`src/common/pfmux_pkg.sv`:
```
/*
  constants, types and state codes for the pad function mux of pads one
  to six. assumes a single 100 MHz clock and an active-low async reset.
*/
package pfmux_pkg;
  localparam int NPAD = 6;
  localparam int ENC_W = 4;
  localparam int ADC_CH_DEF = 4;
  localparam logic [3:0] ENC_GPIO = 4'h0;
  localparam logic [3:0] ENC_I2C_LO = 4'h1;
  localparam logic [3:0] ENC_PWM = 4'h3;
  localparam logic [3:0] ENC_BCLK = 4'h3;
  localparam logic [3:0] ENC_CAM = 4'h4;
  localparam logic [3:0] ENC_I2C_HI = 4'h5;
  localparam logic [3:0] ENC_CARD = 4'h6;
  localparam logic [3:0] ENC_UART = 4'h7;
  localparam logic [3:0] ENC_SPI = 4'h7;
  localparam logic [3:0] ENC_CARD_D0 = 4'h8;
  localparam logic [3:0] ENC_CAP = 4'hc;
  localparam logic [3:0] ENC_CAP_P6 = 4'hd;
  localparam logic [3:0] ENC_FSYNC = 4'hd;
  localparam logic [1:0] CLS_FREE = 2'h0;
  localparam logic [1:0] CLS_HOLD1 = 2'h1;
  localparam logic [1:0] CLS_HOLD0 = 2'h2;
  localparam logic [3:0] SEL_RST = 4'h0;
  localparam logic OSC_RUN_LEVEL = 1'b1;
  localparam logic ANT_ON = 1'b1;

  typedef enum logic [3:0] {
    ST_BOOT = 4'h1,
    ST_RUN = 4'h2,
    ST_SLEEP = 4'h4,
    ST_HIB = 4'h8
  } pfmux_state_t;

  // signals the peripherals present towards the pads
  typedef struct packed {
    logic [5:0] gpio_o;
    logic [5:0] gpio_oe;
    logic timer_pwm_out_a;
    logic timer_pwm_out_b;
    logic first_serial_transmit;
    logic second_serial_transmit;
    logic card_clock_out;
    logic card_cmd_o;
    logic card_cmd_oe;
    logic card_d0_o;
    logic card_d0_oe;
    logic camera_pixel_clock_out;
    logic audio_bit_clock;
    logic audio_frame_sync;
    logic scl_low;
    logic sda_low;
    logic spi_clk_o;
    logic spi_clk_oe;
    logic spi_so_o;
    logic spi_so_oe;
  } pfmux_po_t;

  // signals the pads return to the peripherals
  typedef struct packed {
    logic [5:0] gpio_i;
    logic [5:0] capture_i;
    logic scl_i;
    logic sda_i;
    logic first_serial_receive;
    logic second_serial_receive;
    logic card_cmd_i;
    logic card_d0_i;
    logic camera_vertical_sync;
    logic camera_horizontal_sync;
    logic camera_data_bit_four;
    logic camera_data_bit_five;
    logic spi_clk_i;
    logic spi_so_i;
  } pfmux_pi_t;

  typedef struct packed {
    logic o;
    logic oe;
    logic [1:0] cls;
    logic hit;
  } pfmux_drv_t;
endpackage

```
`src/design/pfmux_top.sv`:
```
/*
  pad function mux for pads one to six, antenna select pads, oscillator
  enable / boot-mode pad, slow crystal sensing and ADC switch control.
  assumes all pad and peripheral inputs are synchronous to clk and that
  the board resolves pad levels from the output enables.
*/
`timescale 1ns/100ps
module pfmux_top #(
  parameter int ADC_CH = pfmux_pkg::ADC_CH_DEF
) (
  // clock and reset
  input wire logic clk,
  input wire logic rst_n,
  // per-pad encoding fields
  input wire logic [5:0][3:0] mux_sel,
  // power state requests
  input wire logic deep_sleep_state,
  input wire logic hibernate_mode,
  output pfmux_pkg::pfmux_state_t power_state_q,
  // peripheral side
  input wire pfmux_pkg::pfmux_po_t periph_out,
  output pfmux_pkg::pfmux_pi_t periph_in_q,
  // pads one to six
  input wire logic [5:0] pad_in,
  output logic [5:0] pad_out_q,
  output logic [5:0] pad_oe_q,
  // antenna select pads
  input wire logic antenna_sel,
  output logic [1:0] ant_pad_out_q,
  output logic [1:0] ant_pad_oe_q,
  // oscillator enable and boot-mode pad
  input wire logic osc_pad_in,
  output logic osc_pad_out_q,
  output logic osc_pad_oe_q,
  output logic osc_pad_pd_q,
  output logic boot_mode_sense_bit_two_q,
  // slow crystal negative pad
  input wire logic slow_crystal_negative_pad_in,
  input wire logic xn_gpio_out,
  input wire logic xn_gpio_oe,
  output logic slow_clk_ext_q,
  output logic xn_pad_out_q,
  output logic xn_pad_oe_q,
  // ADC analog switches
  input wire logic [ADC_CH-1:0] adc_sw_req,
  output logic [ADC_CH-1:0] adc_sw_close_q
);
  logic [5:0][3:0] sel_q;
  pfmux_pkg::pfmux_drv_t [5:0] drv;
  pfmux_pkg::pfmux_pi_t pi_d;

  generate
    if (ADC_CH < 1 || ADC_CH > 8) begin : g_bad_adc
      $error("ADC_CH must be 1 to 8");
    end
  endgenerate

  function automatic logic on(input int p, input logic [3:0] e);
    on = (sel_q[p] == e);
  endfunction

  function automatic pfmux_pkg::pfmux_drv_t mk(input logic o,
      input logic oe, input logic [1:0] cls);
    mk = '{o: o, oe: oe, cls: cls, hit: 1'b1};
  endfunction

  // open-drain: only ever pulls low
  function automatic pfmux_pkg::pfmux_drv_t od(input logic low);
    od = mk(1'b0, low, pfmux_pkg::CLS_FREE);
  endfunction

  function automatic pfmux_pkg::pfmux_drv_t route(input int p,
      input logic [3:0] e, input pfmux_pkg::pfmux_po_t po);
    pfmux_pkg::pfmux_drv_t r;
    pfmux_pkg::pfmux_drv_t inp;
    r = '0;
    inp = mk(1'b0, 1'b0, pfmux_pkg::CLS_FREE);
    if (e == pfmux_pkg::ENC_GPIO) begin
      r = mk(po.gpio_o[p], po.gpio_oe[p], pfmux_pkg::CLS_FREE);
    end else begin
      case (p)
        0: begin
          case (e)
            pfmux_pkg::ENC_I2C_LO: r = od(po.scl_low);
            pfmux_pkg::ENC_PWM:
              r = mk(po.timer_pwm_out_a, 1'b1, pfmux_pkg::CLS_FREE);
            pfmux_pkg::ENC_CARD:
              r = mk(po.card_clock_out, 1'b1, pfmux_pkg::CLS_HOLD0);
            pfmux_pkg::ENC_UART:
              r = mk(po.second_serial_transmit, 1'b1,
                pfmux_pkg::CLS_HOLD1);
            pfmux_pkg::ENC_CAP: r = inp;
            default: r = '0;
          endcase
        end
        1: begin
          case (e)
            pfmux_pkg::ENC_I2C_LO: r = od(po.sda_low);
            pfmux_pkg::ENC_PWM:
              r = mk(po.timer_pwm_out_b, 1'b1, pfmux_pkg::CLS_FREE);
            pfmux_pkg::ENC_CAM:
              r = mk(po.camera_pixel_clock_out, 1'b1,
                pfmux_pkg::CLS_HOLD0);
            pfmux_pkg::ENC_CARD:
              r = mk(1'b0, po.card_cmd_oe & ~po.card_cmd_o,
                pfmux_pkg::CLS_FREE);
            pfmux_pkg::ENC_UART: r = inp;
            pfmux_pkg::ENC_CAP: r = inp;
            pfmux_pkg::ENC_FSYNC:
              r = mk(po.audio_frame_sync, 1'b1, pfmux_pkg::CLS_FREE);
            default: r = '0;
          endcase
        end
        2: begin
          case (e)
            pfmux_pkg::ENC_BCLK:
              r = mk(po.audio_bit_clock, 1'b1, pfmux_pkg::CLS_FREE);
            pfmux_pkg::ENC_CAM: r = inp;
            pfmux_pkg::ENC_I2C_HI: r = od(po.scl_low);
            pfmux_pkg::ENC_UART:
              r = mk(po.first_serial_transmit, 1'b1,
                pfmux_pkg::CLS_HOLD1);
            pfmux_pkg::ENC_CAP: r = inp;
            default: r = '0;
          endcase
        end
        3: begin
          case (e)
            pfmux_pkg::ENC_CAM: r = inp;
            pfmux_pkg::ENC_I2C_HI: r = od(po.sda_low);
            pfmux_pkg::ENC_UART: r = inp;
            pfmux_pkg::ENC_CAP: r = inp;
            default: r = '0;
          endcase
        end
        4: begin
          case (e)
            pfmux_pkg::ENC_CAM: r = inp;
            pfmux_pkg::ENC_I2C_HI: r = od(po.scl_low);
            pfmux_pkg::ENC_SPI:
              r = mk(po.spi_clk_o, po.spi_clk_oe, pfmux_pkg::CLS_FREE);
            pfmux_pkg::ENC_CAP: r = inp;
            default: r = '0;
          endcase
        end
        5: begin
          case (e)
            pfmux_pkg::ENC_CAM: r = inp;
            pfmux_pkg::ENC_I2C_HI: r = od(po.sda_low);
            pfmux_pkg::ENC_SPI:
              r = mk(po.spi_so_o, po.spi_so_oe, pfmux_pkg::CLS_FREE);
            pfmux_pkg::ENC_CARD_D0:
              r = mk(po.card_d0_o, po.card_d0_oe, pfmux_pkg::CLS_FREE);
            pfmux_pkg::ENC_CAP_P6: r = inp;
            default: r = '0;
          endcase
        end
        default: r = '0;
      endcase
    end
    route = r;
  endfunction

  always_ff @(posedge clk or negedge rst_n) begin
    if (!rst_n) begin
      sel_q <= {6{pfmux_pkg::SEL_RST}};
    end else begin
      sel_q <= mux_sel;
    end
  end

  // hibernate outranks deep sleep; boot lasts one cycle for the straps
  always_ff @(posedge clk or negedge rst_n) begin
    if (!rst_n) begin
      power_state_q <= pfmux_pkg::ST_BOOT;
    end else begin
      case (power_state_q)
        pfmux_pkg::ST_BOOT: power_state_q <= pfmux_pkg::ST_RUN;
        default: begin
          if (hibernate_mode) begin
            power_state_q <= pfmux_pkg::ST_HIB;
          end else if (deep_sleep_state) begin
            power_state_q <= pfmux_pkg::ST_SLEEP;
          end else begin
            power_state_q <= pfmux_pkg::ST_RUN;
          end
        end
      endcase
    end
  end

  // straps caught while the oscillator pad is still released
  always_ff @(posedge clk or negedge rst_n) begin
    if (!rst_n) begin
      boot_mode_sense_bit_two_q <= 1'b0;
      slow_clk_ext_q <= 1'b0;
    end else if (power_state_q == pfmux_pkg::ST_BOOT) begin
      boot_mode_sense_bit_two_q <= osc_pad_in;
      slow_clk_ext_q <= slow_crystal_negative_pad_in;
    end
  end

  // freed pad is output-only so the sensing is never fooled
  always_ff @(posedge clk or negedge rst_n) begin
    if (!rst_n) begin
      xn_pad_out_q <= 1'b0;
      xn_pad_oe_q <= 1'b0;
    end else begin
      xn_pad_out_q <= xn_gpio_out & slow_clk_ext_q;
      xn_pad_oe_q <= xn_gpio_oe & slow_clk_ext_q;
    end
  end

  always_ff @(posedge clk or negedge rst_n) begin
    if (!rst_n) begin
      osc_pad_out_q <= 1'b0;
      osc_pad_oe_q <= 1'b0;
      osc_pad_pd_q <= 1'b1;
    end else begin
      case (power_state_q)
        pfmux_pkg::ST_BOOT, pfmux_pkg::ST_HIB: begin
          osc_pad_out_q <= 1'b0;
          osc_pad_oe_q <= 1'b0;
          osc_pad_pd_q <= 1'b1;
        end
        default: begin
          osc_pad_out_q <= pfmux_pkg::OSC_RUN_LEVEL;
          osc_pad_oe_q <= 1'b1;
          osc_pad_pd_q <= 1'b0;
        end
      endcase
    end
  end

  // one pad per antenna, never muxed with anything else
  always_ff @(posedge clk or negedge rst_n) begin
    if (!rst_n) begin
      ant_pad_out_q <= 2'h0;
      ant_pad_oe_q <= 2'h0;
    end else begin
      ant_pad_out_q <= {antenna_sel, ~antenna_sel};
      ant_pad_oe_q <= {2{pfmux_pkg::ANT_ON}};
    end
  end

  // digital path stays live; software tristates it before closing
  always_ff @(posedge clk or negedge rst_n) begin
    if (!rst_n) begin
      adc_sw_close_q <= '0;
    end else begin
      adc_sw_close_q <= adc_sw_req;
    end
  end

  always_comb begin
    for (int p = 0; p < pfmux_pkg::NPAD; p++) begin
      drv[p] = route(p, sel_q[p], periph_out);
    end
  end

  // reset gives hi-z; hibernate passes the routed drive through
  always_ff @(posedge clk or negedge rst_n) begin
    if (!rst_n) begin
      pad_out_q <= 6'h00;
      pad_oe_q <= 6'h00;
    end else begin
      for (int p = 0; p < pfmux_pkg::NPAD; p++) begin
        if (power_state_q == pfmux_pkg::ST_SLEEP &&
            drv[p].cls == pfmux_pkg::CLS_HOLD1) begin
          pad_out_q[p] <= 1'b1;
          pad_oe_q[p] <= 1'b1;
        end else if (power_state_q == pfmux_pkg::ST_SLEEP &&
            drv[p].cls == pfmux_pkg::CLS_HOLD0) begin
          pad_out_q[p] <= 1'b0;
          pad_oe_q[p] <= 1'b1;
        end else begin
          pad_out_q[p] <= drv[p].o;
          pad_oe_q[p] <= drv[p].oe;
        end
      end
    end
  end

  // unselected inputs read zero
  always_comb begin
    pi_d = '0;
    for (int p = 0; p < pfmux_pkg::NPAD; p++) begin
      pi_d.gpio_i[p] = pad_in[p] & on(p, pfmux_pkg::ENC_GPIO);
      pi_d.capture_i[p] = pad_in[p] & on(p, (p == 5) ?
        pfmux_pkg::ENC_CAP_P6 : pfmux_pkg::ENC_CAP);
    end
    pi_d.scl_i = (pad_in[0] & on(0, pfmux_pkg::ENC_I2C_LO)) |
      (pad_in[2] & on(2, pfmux_pkg::ENC_I2C_HI)) |
      (pad_in[4] & on(4, pfmux_pkg::ENC_I2C_HI));
    pi_d.sda_i = (pad_in[1] & on(1, pfmux_pkg::ENC_I2C_LO)) |
      (pad_in[3] & on(3, pfmux_pkg::ENC_I2C_HI)) |
      (pad_in[5] & on(5, pfmux_pkg::ENC_I2C_HI));
    pi_d.second_serial_receive = pad_in[1] & on(1, pfmux_pkg::ENC_UART);
    pi_d.first_serial_receive = pad_in[3] & on(3, pfmux_pkg::ENC_UART);
    pi_d.card_cmd_i = pad_in[1] & on(1, pfmux_pkg::ENC_CARD);
    pi_d.card_d0_i = pad_in[5] & on(5, pfmux_pkg::ENC_CARD_D0);
    pi_d.camera_vertical_sync = pad_in[2] & on(2, pfmux_pkg::ENC_CAM);
    pi_d.camera_horizontal_sync = pad_in[3] & on(3, pfmux_pkg::ENC_CAM);
    pi_d.camera_data_bit_four = pad_in[4] & on(4, pfmux_pkg::ENC_CAM);
    pi_d.camera_data_bit_five = pad_in[5] & on(5, pfmux_pkg::ENC_CAM);
    pi_d.spi_clk_i = pad_in[4] & on(4, pfmux_pkg::ENC_SPI);
    pi_d.spi_so_i = pad_in[5] & on(5, pfmux_pkg::ENC_SPI);
  end

  always_ff @(posedge clk or negedge rst_n) begin
    if (!rst_n) begin
      periph_in_q <= '0;
    end else begin
      periph_in_q <= pi_d;
    end
  end
endmodule

```
`config.mk`:
```
export PLATFORM = sky130hd
export DESIGN_NAME = pfmux_top
export DESIGN_NICKNAME = d
export VERILOG_FILES = /design/src/common/pfmux_pkg.sv /design/src/design/pfmux_top.sv
export SDC_FILE = /design/constraint.sdc
export NUM_CORES = 1
export LEC_CHECK = 0
export BUFFER_PORTS_ARGS = -buffer_cell sky130_fd_sc_hd__buf_2
export CAP_MARGIN = 30
export CORE_MARGIN = 10
export CORE_UTILIZATION = 48
export CTS_BUF_LIST = sky130_fd_sc_hd__clkbuf_4 sky130_fd_sc_hd__clkbuf_8
export DETAILED_ROUTE_END_ITERATION = 8
export PLACE_DENSITY = 0.85
export SKIP_CTS_REPAIR_TIMING = 1
export SLEW_MARGIN = 10
export SYNTH_ARGS = -nofsm -noshare
export SYNTH_HDL_FRONTEND = slang
export SYNTH_SLANG_ARGS = --single-unit
```
`constraint.sdc`:
```
create_clock -name clk -period 1.95 [get_ports clk]
set_input_delay 0.195 -clock clk [delete_from_list [all_inputs] [get_ports clk]]
set_output_delay 0.195 -clock clk [all_outputs]
set_load 0.01 [all_outputs]
```
==> metrics.txt <==
status=finished clean; global-route wire length before repair=between 10,000 and 15,000 um; LEAKAGE=a little over 0.002 uW; Worst setup EP type=flip-flop; Residual DRC=0; final hold violations=0; worst hold-check path type=input pin to flip-flop; most common cell after layout, fill and taps aside=buf_2; reg2reg start=power_state_q[1]; largest family of logic cells by synthesized area=simple AND/OR/NAND/NOR gates; Pins Over Slew Limit=0; Syn Nets=roughly 280; Mapped Avg Cell Area=roughly 13 um^2; Die H=between 90 and 100 um; overall routing resource usage=14.8%; CTS H-tree depth=3; mux contribution to synthesized area=around 1.7%; Initial DRC Count=55; area growth from synthesis to layout=45.8%; CP Class=flip-flop to flip-flop; Post-Syn Instances=about 210; Synth Warn #=0; fraction of the yosys area taken by sequential cells=a little under three quarters; xor/xnor share of the synthesized area=less than 1%; dpl hpwl=around 5400 um; most frequent cells in the layout=126 x buf_2, 75 x dfrtp_1, 30 x dlygate4sd3_1; Clock Pin Slew Worst Setup and Hold Paths=~0.070 ns; top-area cell type share of the netlist area=68.9%; remaining global-route overflow=0; Pre-Repair DR Iteration Count=4; setup TNS=0 ns; die width=between 90 and 100 um; RSZ-0062 raised after global routing=false; Hold Startpoint=hibernate_mode; VDD IR max=0.638 mV; area leader, netlist=dfrtp_1; layout cells sized above 1=roughly two fifths; latest clock arrival within the worst-skew pair=about 0.33 ns; Synth cell types=between 40 and 50; Layout Utilization=between 70% and 80%; Final nets=around 450; post-detailed-route via-to-cell ratio=between 4 and 5; Setup crit start=power_state_q[1]; Initial Util=about half; mapped cell area=about 2700 um^2; worst hold slack=about 0.048 ns; post-synthesis register bit count=77; max_cap viols=0; Worst Path Arrival=1.77 ns; CORE AREA=5510 um^2; pwr dens=~840 nW/um^2; largest net degree at the start of global routing=35; Worst Path Required=between 2 and 2.5 ns; Top Ports=around 130; die area=between 9000 and 10,000 um^2; vias in the first global route=2,146; per-cell routed wire length=roughly 16 um; worst rel slew slack=66.6%; CTS tree=done; initial antenna violation count=1; TritonCTS Sinks=77; final wirelength=7300 um; row count=27; CTS buffer count=9; post-route ant nets=0; CP Max Fanout=5; fillers=about 370; Fmax achieved=between 600 and 700 MHz; post-synthesis compound-gate area fraction=under 10%; routability-driven placement congestion ratio=slightly above 0.8; Setup violations, final=0; vias after detailed routing=between 2,000 and 2,500; Clock Tree Root=clkbuf_8; Area contributors post-synth=dfrtp_1 69%, nand2_1 2.2%, dfstp_2 1.9%, nor2_1 1.9%, nor3_1 1.8%; simple-gate area share of the yosys netlist=between 10% and 20%; IO Port Bufs=between 100 and 150; worst-margin pin slew=around 0.5 ns; skew final=between 0.008 and 0.009 ns; worst-case clock buffer depth=2; adder-cell share of the synthesized area=0%; startpoint type of the worst setup path=flip-flop; period utilization=slightly below 80%; minimum clock period=1.55 ns
## area by class of cell
cell class,instances,area [um^2],area share [%]
Antenna cell,1,2.50,0.0631
Clock buffer,15,181,4.57
Clock inverter,1,30.0,0.757
Inverter,5,18.8,0.473
Multi-Input combinational cell,119,748,18.9
Sequential cell,77,1930,48.6
Tap cell,72,90.1,2.27
Timing Repair Buffer,161,968,24.4
## registers in the layout (all words and copies together), names as in the netlist, 2 cells and up
register / count
pad_out_q: 6
ant_pad_out_q: 2
adc_sw_close_q: 4
sel_q: 24
periph_in_q: 24
power_state_q: 4
pad_oe_q: 6
## where the power goes
part           leakage, uW  internal, uW  switching, uW  total [uW]
Clock             0.000112           721            516        1240
Sequential        0.000972          1680           70.0        1750
Combinational     0.000970           192            165         357
## cells in the mapped netlist (all sizes together)
| cell type | number |
|---|---|
| nand3b | 2 |
| nand3 | 4 |
| or4b | 2 |
| nand2 | 16 |
| nor4 | 4 |
| and3 | 7 |
| nand2b | 1 |
| mux2 | 4 |
| a311o | 1 |
| a221oi | 1 |
| o2bb2ai | 2 |
| inv | 5 |
| o32ai | 1 |
| a21o | 2 |
| and4b | 2 |
| conb | 2 |
| or3 | 1 |
| and3b | 1 |
| buf | 2 |
| a21oi | 7 |
| nand4 | 1 |
| nor4b | 6 |
| clkbuf | 3 |
| o21bai | 3 |
| o22ai | 2 |
| nor4bb | 1 |
| nor2 | 14 |
| dfstp | 2 |
| dfrtp | 75 |
| nor3b | 6 |
| a32oi | 2 |
| and2 | 2 |
| nor2b | 3 |
| a22oi | 1 |
| nor3 | 10 |
| o21ai | 2 |
| a41oi | 1 |
| a31oi | 2 |
| xnor2 | 1 |
| o2111ai | 1 |
| o311ai | 1 |
## metal layers
layer  global-route usage (%)  share of wire, %  vias to the layer above
met3                     5.89               9.9                        4
met1                     15.9                35                     1050
met4                     5.61              0.73                        0
met2                     25.8                55                       80
li1                         -                 -                     1067
met5                        0                 0                        -
## kinds of logic (layout without fill, tap and decap cells)
kind of cell           Yosys count  in the layout
flip-flops                      77             77
AND/OR/NAND/NOR                 83             83
multiplexers                     4              4
buffers and inverters           10            182
AO/OA/AOI/OAI                   29             29
XOR/XNOR                         1              1
other                            2              3
## per-stage QoR
stage / setup WS, ns / total power (uW) / instances / cell area, um^2
6_report: 0.402 / 3340 / 451 / 3970
3_3_place_gp: 0.455 / 2080 / 404 / 3450
3_5_place_dp: 0.412 / 2090 / 404 / 3450
2_1_floorplan: 0.439 / 1890 / 206 / 2720
4_1_cts: 0.397 / 3320 / 420 / 3670
5_1_grt: 0.315 / 3480 / 451 / 3970
## critical path, stage by stage (launching register included)
cell     delay [ns]
dfrtp_1        0.43
or4b_4         0.54
a311o_1        0.37
o32ai_1        0.12
## path summary, 6_finish.rpt
check	end	slack, ns	depth (start not counted)
max	pad_out_q[0]	0.40	3
min	power_state_q[2]	0.05	2
max reg2reg	pad_out_q[0]	0.40	3
min reg2reg	osc_pad_pd_q	0.49	1
max in group asynchronous	sel_q[13]	1.03	3
min in group asynchronous	sel_q[19]	0.35	2
No activity file was read; power rests on OpenSTA's default activity.
